===== config.mk =====
export PLATFORM = sky130hd
export DESIGN_NAME = temp_host_ctrl_flat
export DESIGN_NICKNAME = d
export VERILOG_FILES = /design/src/pkg/temp_readout_pkg.sv /design/src/pkg/sensor_reg_if.sv /design/src/core/temp_host_ctrl.sv /design/src/flat_wrapper.sv
export SDC_FILE = /design/constraint.sdc
export NUM_CORES = 1
export LEC_CHECK = 0
export BUFFER_PORTS_ARGS = -buffer_cell sky130_fd_sc_hd__buf_4
export CAP_MARGIN = 10
export CORE_ASPECT_RATIO = 0.8
export CORE_MARGIN = 1.5
export CORE_UTILIZATION = 40
export CTS_BUF_LIST = sky130_fd_sc_hd__clkbuf_4 sky130_fd_sc_hd__clkbuf_8
export CTS_CLUSTER_DIAMETER = 60
export DETAILED_ROUTE_END_ITERATION = 8
export RECOVER_POWER = 50
export SYNTH_ARGS = -nofsm -noshare
export SYNTH_HDL_FRONTEND = slang
export SYNTH_SLANG_ARGS = --single-unit

===== constraint.sdc =====
create_clock -name hclk -period 35.6 [get_ports hclk]
set_clock_uncertainty 0.05 [all_clocks]
set_input_delay 5.34 -clock hclk [delete_from_list [all_inputs] [get_ports hclk]]
set_output_delay 5.34 -clock hclk [all_outputs]
set_load 0.02 [all_outputs]

===== src/pkg/temp_readout_pkg.sv =====
package temp_readout_pkg;

  // ---------------------------------------------------------------
  // Sensor register map (page, address)
  // ---------------------------------------------------------------
  localparam logic [2:0] PG_RESULT   = 3'h2;
  localparam logic [2:0] PG_MODE     = 3'h4;
  localparam logic [2:0] PG_ANALOG   = 3'h6;
  localparam logic [7:0] A_TEMP_HIGH = 8'h0a;
  localparam logic [7:0] A_TEMP_LOW  = 8'h0b;
  localparam logic [7:0] A_MODE_SEL  = 8'h12;
  localparam logic [7:0] A_CFG_A     = 8'h13;
  localparam logic [7:0] A_CFG_B     = 8'h15;
  localparam logic [7:0] A_TRIGGER   = 8'h18;
  localparam logic [7:0] A_FACT_CAL  = 8'h19;

  // ---------------------------------------------------------------
  // Mode codes and acquisition values
  // ---------------------------------------------------------------
  localparam logic [7:0] MODE_GRAY              = 8'hc0;
  localparam logic [7:0] fastest_single_pixel_mode = 8'h01;
  localparam logic [7:0] low_noise_hdr_mode     = 8'h02;
  localparam logic [7:0] range_binned_hdr_mode  = 8'h03;
  localparam logic [7:0] binned_gray_image_mode = 8'h04;
  localparam logic [7:0] CFG_A_SET_MASK = 8'h60;
  localparam logic [7:0] CFG_B_KEEP_MASK = 8'h0f;
  localparam logic [7:0] TRIGGER_GO     = 8'h01;
  localparam logic [7:0] MODE_RESET     = 8'h00;
  localparam logic [7:0] CFG_A_RESET    = 8'h00;
  localparam logic [7:0] CFG_B_RESET    = 8'h30;

  // Minimum double-row read cycles before the result is valid
  localparam logic [2:0] ROWS_FAST  = 3'd1;
  localparam logic [2:0] ROWS_HALF  = 3'd2;
  localparam logic [2:0] ROWS_FULL  = 3'd4;
  localparam int         TEMP_BITS  = 14;
  localparam int         TRIM_POINT_C = 27;

  // ---------------------------------------------------------------
  // Conversion constants, fixed point with 10 fraction bits
  // ---------------------------------------------------------------
  localparam int FRAC_BITS      = 10;
  localparam int RAW_BIAS       = 32'h2000;
  localparam int SLOPE_Q        = 137;
  localparam int CAL_SCALE_Q    = 218;
  localparam int CAL_BIAS       = 32'h12b;
  localparam int CAL_BIAS_Q     = CAL_BIAS * (1 << FRAC_BITS);
  localparam int FILT_DIV       = 10;

  // ---------------------------------------------------------------
  // Controller register offsets (AHB-Lite, byte addresses)
  // ---------------------------------------------------------------
  localparam logic [7:0] R_CTRL     = 8'h00;
  localparam logic [7:0] R_STATUS   = 8'h04;
  localparam logic [7:0] R_RAW      = 8'h08;
  localparam logic [7:0] R_CAL      = 8'h0c;
  localparam logic [7:0] R_TEMP     = 8'h10;
  localparam logic [7:0] R_FILT     = 8'h14;
  localparam logic [7:0] R_MODE_SAV = 8'h18;
  localparam int B_INIT = 0;
  localparam int B_ACQ  = 1;
  localparam int B_BUSY = 0;
  localparam int B_CALV = 1;
  localparam int B_DONE = 2;

  typedef enum logic [4:0] {
    S_IDLE   = 5'b00000, S_RD_A   = 5'b00001, S_RD_B   = 5'b00010,
    S_RD_CAL = 5'b00011, S_RD_M   = 5'b00100, S_WR_A   = 5'b00101,
    S_WR_B   = 5'b00110, S_WR_M   = 5'b00111, S_WR_TRG = 5'b01000,
    S_WAIT   = 5'b01001, S_RD_HI  = 5'b01010, S_RD_LO  = 5'b01011,
    S_RS_A   = 5'b01100, S_RS_B   = 5'b01101, S_RS_M   = 5'b01110,
    S_CALC   = 5'b01111
  } host_state_t;

endpackage


===== src/pkg/sensor_reg_if.sv =====
interface sensor_reg_if;
  import temp_readout_pkg::*;
  logic       req;
  logic       we;
  logic [2:0] page;
  logic [7:0] addr;
  logic [7:0] wdata;
  logic [7:0] rdata;
  logic       ack;
  logic       frame_busy;

  modport device (input req, we, page, addr, wdata, output rdata, ack, frame_busy);
  modport host   (output req, we, page, addr, wdata, input rdata, ack, frame_busy);
endinterface


===== src/core/temp_host_ctrl.sv =====
// Notes on behaviour
// Device clears result at every frame start
// Read result after mode's double-row cycles
// Result scaled per mode: /4, /2, full
// Result sits in high and low bytes
// Temperature frame uses 2.5x lower sensitivity
// Calibration byte restored on every reset
// Save both configs, read calibration first (done only on init or before calibration is valid)
// Save mode, write config A with 0x60
// Write config B masked with 0x0f
// Write gray mode, then trigger one
// After readout read high then low byte
// Restore both configs and mode afterwards
// Offset is calibration/4.7 minus 0x12b
// Celsius from bytes, /4, -0x2000, x0.134, +offset
// Sensor offset trimmed at 27 C
// Smooth readings, gain one tenth, seeded first
// Result held stable until next frame
//
// Chosen here: register access over AHB-Lite.
module temp_host_ctrl
  import temp_readout_pkg::*;
(
  input  wire logic        hclk,
  input  wire logic        hresetn,
  input  wire logic        hsel,
  input  wire logic [31:0] haddr,
  input  wire logic [1:0]  htrans,
  input  wire logic        hwrite,
  input  wire logic [2:0]  hsize,
  input  wire logic [31:0] hwdata,
  input  wire logic        hready,
  output logic             hreadyout,
  output logic [31:0]      hrdata,
  output logic             hresp,
  sensor_reg_if.host       bus
);
  import temp_readout_pkg::*;

  host_state_t        state_r;
  host_state_t        state_nxt;
  logic [7:0]         cfg_a_sav_r;
  logic [7:0]         cfg_b_sav_r;
  logic [7:0]         cal_r;
  logic [7:0]         mode_sav_r;
  logic [7:0]         temp_high_byte_r;
  logic [7:0]         temp_low_byte_r;
  logic signed [31:0] temp_r;
  logic signed [31:0] filt_r;
  logic               cal_valid_r;
  logic               done_r;
  logic               seeded_r;
  logic               acq_pend_r;
  logic               wr_ph_r;
  logic [7:0]         addr_ph_r;
  logic               cmd_init;
  logic               cmd_acq;
  logic               bus_state;
  logic signed [31:0] offset_q;
  logic signed [31:0] temp_q;
  logic signed [31:0] raw_q;

  // ---------------------------------------------------------------
  // AHB-Lite slave, zero wait states
  // ---------------------------------------------------------------
  always_ff @(posedge hclk or negedge hresetn) begin
    if (!hresetn) begin
      wr_ph_r   <= 1'b0;
      addr_ph_r <= 8'h00;
      hrdata    <= 32'h0000_0000;
    end else if (hready) begin
      wr_ph_r   <= hsel && htrans[1] && hwrite;
      addr_ph_r <= haddr[7:0];
      // Registered at the address phase, so read data stands through the whole data phase
      unique case (haddr[7:0])
        R_STATUS:   hrdata <= {29'h0, done_r, cal_valid_r, state_r != S_IDLE};
        R_RAW:      hrdata <= {16'h0000, temp_high_byte_r, temp_low_byte_r};
        R_CAL:      hrdata <= {24'h000000, cal_r};
        R_TEMP:     hrdata <= temp_r;
        R_FILT:     hrdata <= filt_r;
        R_MODE_SAV: hrdata <= {24'h000000, mode_sav_r};
        default:    hrdata <= 32'h0000_0000;
      endcase
    end
  end

  assign hreadyout = 1'b1;
  assign hresp     = 1'b0;
  assign cmd_init  = wr_ph_r && addr_ph_r == R_CTRL && hwdata[B_INIT];
  assign cmd_acq   = wr_ph_r && addr_ph_r == R_CTRL && hwdata[B_ACQ];

  // ---------------------------------------------------------------
  // Sensor access per sequencer state
  // ---------------------------------------------------------------
  always_comb begin
    bus_state = 1'b1;
    bus.we    = 1'b0;
    bus.page  = PG_ANALOG;
    bus.addr  = A_CFG_A;
    bus.wdata = 8'h00;
    unique case (state_r)
      S_RD_A:   bus.addr = A_CFG_A;
      S_RD_B:   bus.addr = A_CFG_B;
      S_RD_CAL: bus.addr = A_FACT_CAL;
      S_RD_M: begin
        bus.page = PG_MODE;
        bus.addr = A_MODE_SEL;
      end
      S_WR_A: begin
        bus.we    = 1'b1;
        bus.wdata = cfg_a_sav_r | CFG_A_SET_MASK;
      end
      S_WR_B: begin
        bus.we    = 1'b1;
        bus.addr  = A_CFG_B;
        bus.wdata = cfg_b_sav_r & CFG_B_KEEP_MASK;
      end
      S_WR_M: begin
        bus.we    = 1'b1;
        bus.page  = PG_MODE;
        bus.addr  = A_MODE_SEL;
        bus.wdata = MODE_GRAY;
      end
      S_WR_TRG: begin
        bus.we    = 1'b1;
        bus.page  = PG_RESULT;
        bus.addr  = A_TRIGGER;
        bus.wdata = TRIGGER_GO;
      end
      S_RD_HI: begin
        bus.page = PG_RESULT;
        bus.addr = A_TEMP_HIGH;
      end
      S_RD_LO: begin
        bus.page = PG_RESULT;
        bus.addr = A_TEMP_LOW;
      end
      S_RS_A: begin
        bus.we    = 1'b1;
        bus.wdata = cfg_a_sav_r;
      end
      S_RS_B: begin
        bus.we    = 1'b1;
        bus.addr  = A_CFG_B;
        bus.wdata = cfg_b_sav_r;
      end
      S_RS_M: begin
        bus.we    = 1'b1;
        bus.page  = PG_MODE;
        bus.addr  = A_MODE_SEL;
        bus.wdata = mode_sav_r;
      end
      default: bus_state = 1'b0;
    endcase
  end

  assign bus.req = bus_state;

  // ---------------------------------------------------------------
  // Sequencer
  // ---------------------------------------------------------------
  always_comb begin
    state_nxt = state_r;
    unique case (state_r)
      S_IDLE: begin
        if (cmd_init || (cmd_acq && !cal_valid_r)) begin
          state_nxt = S_RD_A;
        end else if (cmd_acq) begin
          state_nxt = S_RD_M;
        end
      end
      S_RD_A:   if (bus.ack) state_nxt = S_RD_B;
      S_RD_B:   if (bus.ack) state_nxt = S_RD_CAL;
      S_RD_CAL: if (bus.ack) state_nxt = acq_pend_r ? S_RD_M : S_IDLE;
      S_RD_M:   if (bus.ack) state_nxt = S_WR_A;
      S_WR_A:   if (bus.ack) state_nxt = S_WR_B;
      S_WR_B:   if (bus.ack) state_nxt = S_WR_M;
      S_WR_M:   if (bus.ack) state_nxt = S_WR_TRG;
      S_WR_TRG: if (bus.ack) state_nxt = S_WAIT;
      // Whole frame read out covers the mode's minimum row cycles
      S_WAIT:   if (!bus.frame_busy) state_nxt = S_RD_HI;
      S_RD_HI:  if (bus.ack) state_nxt = S_RD_LO;
      S_RD_LO:  if (bus.ack) state_nxt = S_RS_A;
      S_RS_A:   if (bus.ack) state_nxt = S_RS_B;
      S_RS_B:   if (bus.ack) state_nxt = S_RS_M;
      S_RS_M:   if (bus.ack) state_nxt = S_CALC;
      S_CALC:   state_nxt = S_IDLE;
      default:  state_nxt = S_IDLE;
    endcase
  end

  always_ff @(posedge hclk or negedge hresetn) begin
    if (!hresetn) begin
      state_r <= S_IDLE;
    end else begin
      state_r <= state_nxt;
    end
  end

  always_ff @(posedge hclk or negedge hresetn) begin
    if (!hresetn) begin
      acq_pend_r <= 1'b0;
    end else if (state_r == S_IDLE) begin
      acq_pend_r <= cmd_acq;
    end
  end

  always_ff @(posedge hclk or negedge hresetn) begin
    if (!hresetn) begin
      cfg_a_sav_r <= 8'h00;
      cfg_b_sav_r <= 8'h00;
      cal_r       <= 8'h00;
      mode_sav_r  <= 8'h00;
      temp_high_byte_r <= 8'h00;
      temp_low_byte_r  <= 8'h00;
      cal_valid_r <= 1'b0;
    end else if (bus.ack) begin
      unique case (state_r)
        S_RD_A:   cfg_a_sav_r <= bus.rdata;
        S_RD_B:   cfg_b_sav_r <= bus.rdata;
        S_RD_CAL: begin
          cal_r       <= bus.rdata;
          cal_valid_r <= 1'b1;
        end
        S_RD_M:   mode_sav_r <= bus.rdata;
        S_RD_HI:  temp_high_byte_r <= bus.rdata;
        S_RD_LO:  temp_low_byte_r <= bus.rdata;
        default:  cal_valid_r <= cal_valid_r;
      endcase
    end
  end

  // ---------------------------------------------------------------
  // Conversion, 10 fraction bits; slope and 1/4.7 rounded to 1/1024
  // ---------------------------------------------------------------
  assign offset_q = $signed({24'h000000, cal_r}) * CAL_SCALE_Q - CAL_BIAS_Q;
  assign raw_q    = $signed({18'h00000, temp_high_byte_r, temp_low_byte_r[7:2]}) - RAW_BIAS;
  assign temp_q   = raw_q * SLOPE_Q + offset_q;

  always_ff @(posedge hclk or negedge hresetn) begin
    if (!hresetn) begin
      temp_r   <= 32'sh0;
      filt_r   <= 32'sh0;
      seeded_r <= 1'b0;
    end else if (state_r == S_CALC) begin
      temp_r   <= temp_q;
      seeded_r <= 1'b1;
      // Divide keeps the small error of one tenth exact enough
      filt_r   <= seeded_r ? filt_r + (temp_q - filt_r) / FILT_DIV : temp_q;
    end
  end

  // Set by a finished conversion wins over a clearing start
  always_ff @(posedge hclk or negedge hresetn) begin
    if (!hresetn) begin
      done_r <= 1'b0;
    end else if (state_r == S_CALC) begin
      done_r <= 1'b1;
    end else if (state_r == S_IDLE && cmd_acq) begin
      done_r <= 1'b0;
    end
  end
endmodule


===== src/flat_wrapper.sv =====
// flat-port wrapper written by rule: the top's interface ports become plain ports
module temp_host_ctrl_flat import temp_readout_pkg::*;
  (hclk, hresetn, hsel, haddr, htrans, hwrite, hsize, hwdata, hready, hreadyout, hrdata, hresp, bus_req, bus_we, bus_page, bus_addr, bus_wdata, bus_rdata, bus_ack, bus_frame_busy);
  sensor_reg_if bus_i ();
  input  wire logic hclk;
  input  wire logic hresetn;
  input  wire logic hsel;
  input  wire logic [31:0] haddr;
  input  wire logic [1:0] htrans;
  input  wire logic hwrite;
  input  wire logic [2:0] hsize;
  input  wire logic [31:0] hwdata;
  input  wire logic hready;
  output logic hreadyout;
  output logic [31:0] hrdata;
  output logic hresp;
  output wire logic [$bits(bus_i.req)-1:0] bus_req;
  output wire logic [$bits(bus_i.we)-1:0] bus_we;
  output wire logic [$bits(bus_i.page)-1:0] bus_page;
  output wire logic [$bits(bus_i.addr)-1:0] bus_addr;
  output wire logic [$bits(bus_i.wdata)-1:0] bus_wdata;
  input wire logic [$bits(bus_i.rdata)-1:0] bus_rdata;
  input wire logic [$bits(bus_i.ack)-1:0] bus_ack;
  input wire logic [$bits(bus_i.frame_busy)-1:0] bus_frame_busy;
  assign bus_req = bus_i.req;
  assign bus_we = bus_i.we;
  assign bus_page = bus_i.page;
  assign bus_addr = bus_i.addr;
  assign bus_wdata = bus_i.wdata;
  assign bus_i.rdata = bus_rdata;
  assign bus_i.ack = bus_ack;
  assign bus_i.frame_busy = bus_frame_busy;
  temp_host_ctrl u_core (.hclk(hclk), .hresetn(hresetn), .hsel(hsel), .haddr(haddr), .htrans(htrans), .hwrite(hwrite), .hsize(hsize), .hwdata(hwdata), .hready(hready), .hreadyout(hreadyout), .hrdata(hrdata), .hresp(hresp), .bus(bus_i));
endmodule

# Word level (Yosys, flattened, before mapping)
# Index checks and enable logic that the tools add are counted.
[word_totals]
output_inout_bits = 55
regBits = 162
in_bits = 84
elab_cells = 112
[classes]
multipliers = 2
addsub = 5
eq_ne = 36
div = 1
n_reduce_logical = 25
mux = 27
[op_table]
columns = ["cell", "n"]
rows = [
  ["$pmux W32 S6", 1],
  ["$mux W5", 16],
  ["$pmux W5 S15", 1],
  ["$add A32 B32 Y32", 2],
  ["$pmux W8 S7", 1],
  ["$eq A5 B4 Y1 const B", 8],
  ["$div A32 B5 Y32 const B", 1],
  ["$mul A32 B9 Y32 const B", 1],
  ["$mux W32", 1],
  ["$sub A32 B20 Y32 const B", 1],
  ["$sub A32 B32 Y32", 1],
  ["$pmux W5 S6", 1],
  ["$ne A2 B2 Y1 const B", 14],
  ["$eq A8 B5 Y1 const B", 3],
  ["$eq A5 B3 Y1 const B", 4],
  ["$eq A8 B4 Y1 const B", 2],
  ["$mul A8 B7 Y15 const B", 1],
  ["$reduce_and A15 Y1", 1],
  ["$sub A14 B14 Y15 const B", 1],
  ["$reduce_or A13 Y1", 1],
  ["$reduce_and A2 Y1", 6],
  ["$eq A5 B2 Y1 const B", 2],
  ["$reduce_or A3 Y1", 3],
  ["$eq A8 B3 Y1 const B", 1],
  ["13 further kinds", 22],
]

# Logic depth before layout (Yosys ltp)
[logic_depth]
depth_word = 7
depth_mapped = 137
depth_no_buf = 125

# Worst setup path after synthesis
# Ideal clock, no wire load.
[synth_timing]
kind = "register to register"
start = "register u_core.cal_r[5]"
end = "register u_core.filt_r[31]"
slack_ps = 10020
arrival_ps = 25443
synth_period_minus_slack_ps = 25580
t_required_ps = 35463
n_path_buf = 5
setup_time_ps = 87
stages_incl_launch_ff = 127
cell_sequence = "dfrtp_1 ha_1 inv_1 fa_1 inv_1 fa_1 inv_1 fa_1 inv_1 ha_1 a21oi_1 o21ai_0 a21oi_1 o21bai_1 a21oi_1 xnor2_1 fa_1 inv_1 [... 91 more ...] o21bai_1 a21oi_1 o21bai_1 a21oi_1 o21bai_1 a21oi_1 o21bai_1 a21oi_1 nor2b_1 o21a_1 o21a_1 o21a_1 o21ai_0 nand2b_1 a21oi_1 nor3_1 or4b_1 o211ai_1"
[synth_between]
elab_chain_cells = 7
[synth_rtl]
columns = ["item", "line", "text"]
rows = [
  ["start, declared", "temp_host_ctrl.sv:44", "logic [7:0] cal_r;"],
  ["start signal, assigned", "temp_host_ctrl.sv:222", "cal_r <= bus.rdata;"],
  ["$mul A8 B7 Y15", "temp_host_ctrl.sv:236", "assign offset_q = $signed({24'h000000, cal_r}) * CAL_SCALE_Q - CAL_BIAS_Q;"],
  ["$sub A32 B20 Y32", "temp_host_ctrl.sv:236", ""],
  ["$add A32 B32 Y32", "temp_host_ctrl.sv:238", "assign temp_q = raw_q * SLOPE_Q + offset_q;"],
  ["net u_core.temp_q[21]", "temp_host_ctrl.sv:60", "logic signed [31:0] temp_q;"],
  ["$sub A32 B32 Y32", "temp_host_ctrl.sv:249", "filt_r <= seeded_r ? filt_r + (temp_q - filt_r) / FILT_DIV : temp_q;"],
  ["$div A32 B5 Y32", "temp_host_ctrl.sv:249", ""],
  ["$add A32 B32 Y32", "temp_host_ctrl.sv:249", ""],
  ["$mux W32", "temp_host_ctrl.sv:249", ""],
  ["end signal, assigned", "temp_host_ctrl.sv:249", ""],
  ["end, declared", "temp_host_ctrl.sv:49", "logic signed [31:0] filt_r;"],
]
# The timed path passes the listed nets, and every way through them passes these cells.
# A chain may end at the register's enable or synchronous reset.

# Worst setup path after layout
[layout_timing]
start = "register u_core.cal_r[0]"
end = "register u_core.filt_r[31]"
# The elaborated chain is that of the path after synthesis.

==> impl_summary.md <==
Outcome
The run finished, with violations left. The checks that failed: max-capacitance violations, max-slew violations.

Setup path
STA classifies the critical path endpoint as a flip-flop. Setup slack on the worst reg-to-reg path comes out at 3.04 ns. The critical register-to-register path endpoint is u_core.filt_r[31]. Counting cells, the worst reg-to-reg path comes to 124.

The library cell contributing the largest single delay on the critical path is sky130_fd_sc_hd__mux2i_1. The category of the worst setup path launch point is a flip-flop. The critical path arrival is approximately 33 ns. The critical register-to-register path startpoint is u_core.cal_r[0]. Among the stages of the critical path, the cell type that occurs most often is sky130_fd_sc_hd__a21oi_1.

The required time at the worst-slack endpoint is 35.96 ns. The largest single stage delay on the critical path is 0.85 ns. In this run the worst path has a maximum fanout of 20.

By startpoint and endpoint, the worst setup path is classified as flip-flop to flip-flop.

Route
The detail route stage leaves a number of antenna-violating nets equal to 0. The wire length reported by the detailed router is 61370 µm. The number of iterations in the first detailed-routing pass is 7. For this block, the via count after detailed routing is 19700.

In the routed layout, each cell is associated on average with a via count of 6.032. Dividing the detail-routed wire length by the instance count gives ~19 µm. The met3 routed wirelength is 3955 µm. The count of routing violations after the opening detailed-route iteration is 1536. The detailed-route DRC error count is 0. The highest metal layer carrying signal wires in the routed design is met4. In the final routing, the length of wire on met1 measures about 31000 µm. After detailed routing, the met2 layer carries around 26000 µm of wire.

Timing
The number of hold violations in the final report is 0. Setup repair after global routing left no endpoint under its margin. After routing, the total negative slack on setup checks comes to 0 ns.

At the pin with the least slew margin, the transition time is around 3.8 ns. Measured against its own limit, the worst slew margin works out to -151.5%. The number of pins with negative max-slew slack in the final report is 253. The peak clock frequency supported by timing is 30.71 MHz. The final setup slack of the worst path is 3.042 ns.

The worst path uses 91.45% of the clock period. Setup violations remaining at the end of the flow were counted as 0. The minimum clock period after layout is 32.56 ns.

Clock network
The number of gates given a new drive strength after cts is 0. The clock reaches the later pin of the worst-skew pair after 0.49 ns. In this run the deepest clock path goes through 2 buffers. In this run the clock root is driven by a sky130_fd_sc_hd__clkbuf_8. TritonCTS built the clock tree. CTS saw 161 sinks.

In this run the number of H-tree levels came out at 4. Post-CTS timing repair inserted 0 buffers for setup. After clock tree synthesis, the flow added hold-fix buffers numbering 0. The number of CTS-inserted buffers is 17.

After clock tree synthesis, the clock-pin slew on the worst setup and hold paths is about 0.09 ns.

Global routing
For this run, the total global-route usage over all layers was measured as 23.30%. The first global-routing pass estimated 100200 µm of wire. The number of antenna violations at the first check in global routing was 1. The number of global-route vias before repair is about 19000. Entering global routing, the biggest net connects 100 pins. Summed over all layers, the global routing overflow is 0.

Place
The worst setup slack after placement is 3.673 ns. The count of input and output buffers is 74. The cell total after placement is 3234.

The final weighted congestion in routability-driven placement is 0.9199. The placed wire-length estimate after detailed placement is 48400 µm.

Hold path
The launch instance of the worst min-delay path is u_core.temp_r[23]. The worst min-delay path class is flip-flop to flip-flop. The worst hold path passes through 2 cells.

The worst hold endpoint is u_core.temp_r[23].

Layout
Fill cells in the final layout number 5168. The number of standard cells in the final layout excluding fillers is about 3300. The layout overhead on the synthesized area is 7.056%. The post-route netlist has 9.721% of its cells at a drive strength greater than 1.

The antenna cell count is 0. Measured on the finished design, the core utilization comes to a little over two fifths. For this run, the post-layout net count is 2864.

Yosys
The count of distinct cell types in the synthesized netlist is approximately 120. The register bit count reported by yosys is 161. The share of the Yosys chip area taken by registers is about 20%. Counting flops with a built-in enable in the synthesized netlist gives 0.

Counting flops with an async set or reset pin after synthesis yields a share of between 90% and 100%. The synthesis warning total is 0. The netlist area before placement is 20570 µm². Synthesis produced a netlist whose cell count is 2570.

A synthesized cell averages approximately 8 µm². The top flip-flop cell by instance count after synthesis is sky130_fd_sc_hd__dfrtp_1.

Die
The top-level port count is 139. The die is 205.8 µm tall. The area enclosed by the die boundary is 52810 µm². The floorplan has 74 rows. The initial utilization of the core area, before any placement, comes to 40.40%. The horizontal die dimension is 256.5 µm.

The core region is 50920 µm².

Job
The reported max-cap violation count is 4.
## worst max-delay path: cells and delay by family, from the launching register on
kind            cells  cell delay (ns)
buf+inv             6             0.62
flops               1             0.51
fa+ha+maj          14             4.94
simple gates       25             7.11
mux                 6             2.33
compound gates     68            14.92
xor+xnor            5             1.92
## area by class of cell
cell class	instances	area, µm²	share of cell area, %
clock buffer	18	241.5	1.097
timing repair buffer	103	724.4	3.290
inverter	195	732.0	3.324
sequential	161	4030	18.30
multi-input combinational	2091	15280	69.39
clock inverter	14	156.4	0.7102
tap	684	855.8	3.886
## how the worst max path moves through the flow
stage	startpoint	to	slack, ns	cells after the start
CTS	u_core.cal_r[0]	u_core.filt_r[31]	3.53	124
global placement	u_core.cal_r[5]	u_core.filt_r[31]	4.13	124
floorplan	u_core.cal_r[5]	u_core.filt_r[31]	10.02	126
global route	u_core.cal_r[0]	u_core.filt_r[31]	0.36	124
detailed placement	u_core.cal_r[0]	u_core.filt_r[31]	3.67	124
finish	u_core.cal_r[0]	u_core.filt_r[31]	3.04	124
## layout by cell type, fill, tap and decap left out, types with 13 or more instances in the layout
cell type	Yosys	final
sky130_fd_sc_hd__clkbuf_1	89	13
sky130_fd_sc_hd__and3_1	20	20
sky130_fd_sc_hd__nand4_1	27	27
sky130_fd_sc_hd__xor2_1	42	42
sky130_fd_sc_hd__and4_1	16	16
sky130_fd_sc_hd__a31oi_1	37	37
sky130_fd_sc_hd__a21oi_1	228	228
sky130_fd_sc_hd__o21ai_1	25	25
sky130_fd_sc_hd__nor2_1	189	189
sky130_fd_sc_hd__xnor2_1	128	127
sky130_fd_sc_hd__nand2b_1	16	16
sky130_fd_sc_hd__o22ai_1	47	47
sky130_fd_sc_hd__nor4_1	15	15
sky130_fd_sc_hd__and2_1	27	27
sky130_fd_sc_hd__inv_1	193	193
sky130_fd_sc_hd__mux2_2	56	56
sky130_fd_sc_hd__fa_1	44	44
sky130_fd_sc_hd__o21bai_1	34	34
sky130_fd_sc_hd__dfrtp_1	161	160
sky130_fd_sc_hd__ha_1	167	167
sky130_fd_sc_hd__mux2i_1	63	63
sky130_fd_sc_hd__o21a_1	24	24
sky130_fd_sc_hd__o211ai_1	28	28
sky130_fd_sc_hd__nand2_1	211	211
sky130_fd_sc_hd__or3_1	23	23
sky130_fd_sc_hd__buf_4	11	89
sky130_fd_sc_hd__clkbuf_8	0	17
sky130_fd_sc_hd__a211oi_1	33	33
sky130_fd_sc_hd__o31ai_1	17	17
sky130_fd_sc_hd__o21ai_0	118	118
sky130_fd_sc_hd__a21o_1	37	37
sky130_fd_sc_hd__nor3_1	55	55
sky130_fd_sc_hd__nand3_1	69	69
sky130_fd_sc_hd__nor2b_1	17	17
## state kept, by name (all words and copies together), names as in the netlist
signal	count
u_core.cfg_a_sav_r	8
u_core.temp_high_byte_r	8
u_core.seeded_r	1
u_core.temp_r	32
u_core.cal_valid_r	1
u_core.addr_ph_r	8
u_core.mode_sav_r	8
u_core.state_r	4
u_core.temp_low_byte_r	8
u_core.acq_pend_r	1
u_core.done_r	1
u_core.filt_r	32
u_core.cal_r	8
u_core.hrdata	32
u_core.wr_ph_r	1
u_core.cfg_b_sav_r	8
## metrics by stage
stage / hold WS [ns] / area (µm²)
CTS: 0.4337 / 22070
global placement: 0.4079 / 21680
finish: 0.4275 / 22020
floorplan: 0.3951 / 20590
detailed placement: 0.4117 / 21680
global route: 0.4556 / 22020
## cell families after synthesis
logic type | synth area share [%]
AO/OA/AOI/OAI | 28.11
AND/OR/NAND/NOR | 17.52
buffers and inverters | 6.234
adder cells (fa/ha/maj) | 14.49
XOR/XNOR | 7.475
flip-flops | 19.59
multiplexers | 6.551
other | 0.03651
## Yosys cell counts, drive strengths merged (48+ instances only)
| library cell | count | area (µm²) |
|---|---|---|
| a21oi | 233 | 1185 |
| clkbuf | 89 | 334.1 |
| dfrtp | 161 | 4029 |
| ha | 167 | 2090 |
| inv | 193 | 724.4 |
| mux2 | 59 | 671.9 |
| mux2i | 64 | 653.1 |
| nand2 | 213 | 804.5 |
| nand3 | 69 | 345.3 |
| nor2 | 190 | 715.7 |
| nor3 | 58 | 305.3 |
| o21ai | 147 | 750.7 |
| o22ai | 48 | 306.5 |
| xnor2 | 129 | 1137 |
## routing by layer
metal,track usage (%),up-vias
met3,3.609,37
li1,-,9458
met5,0,-
met2,34.89,570
met1,35.38,9634
met4,3.718,0
Power is left out: the tool's default activity adds up to more than one toggle a clock period on the data nets, which glitch-free logic cannot reach.
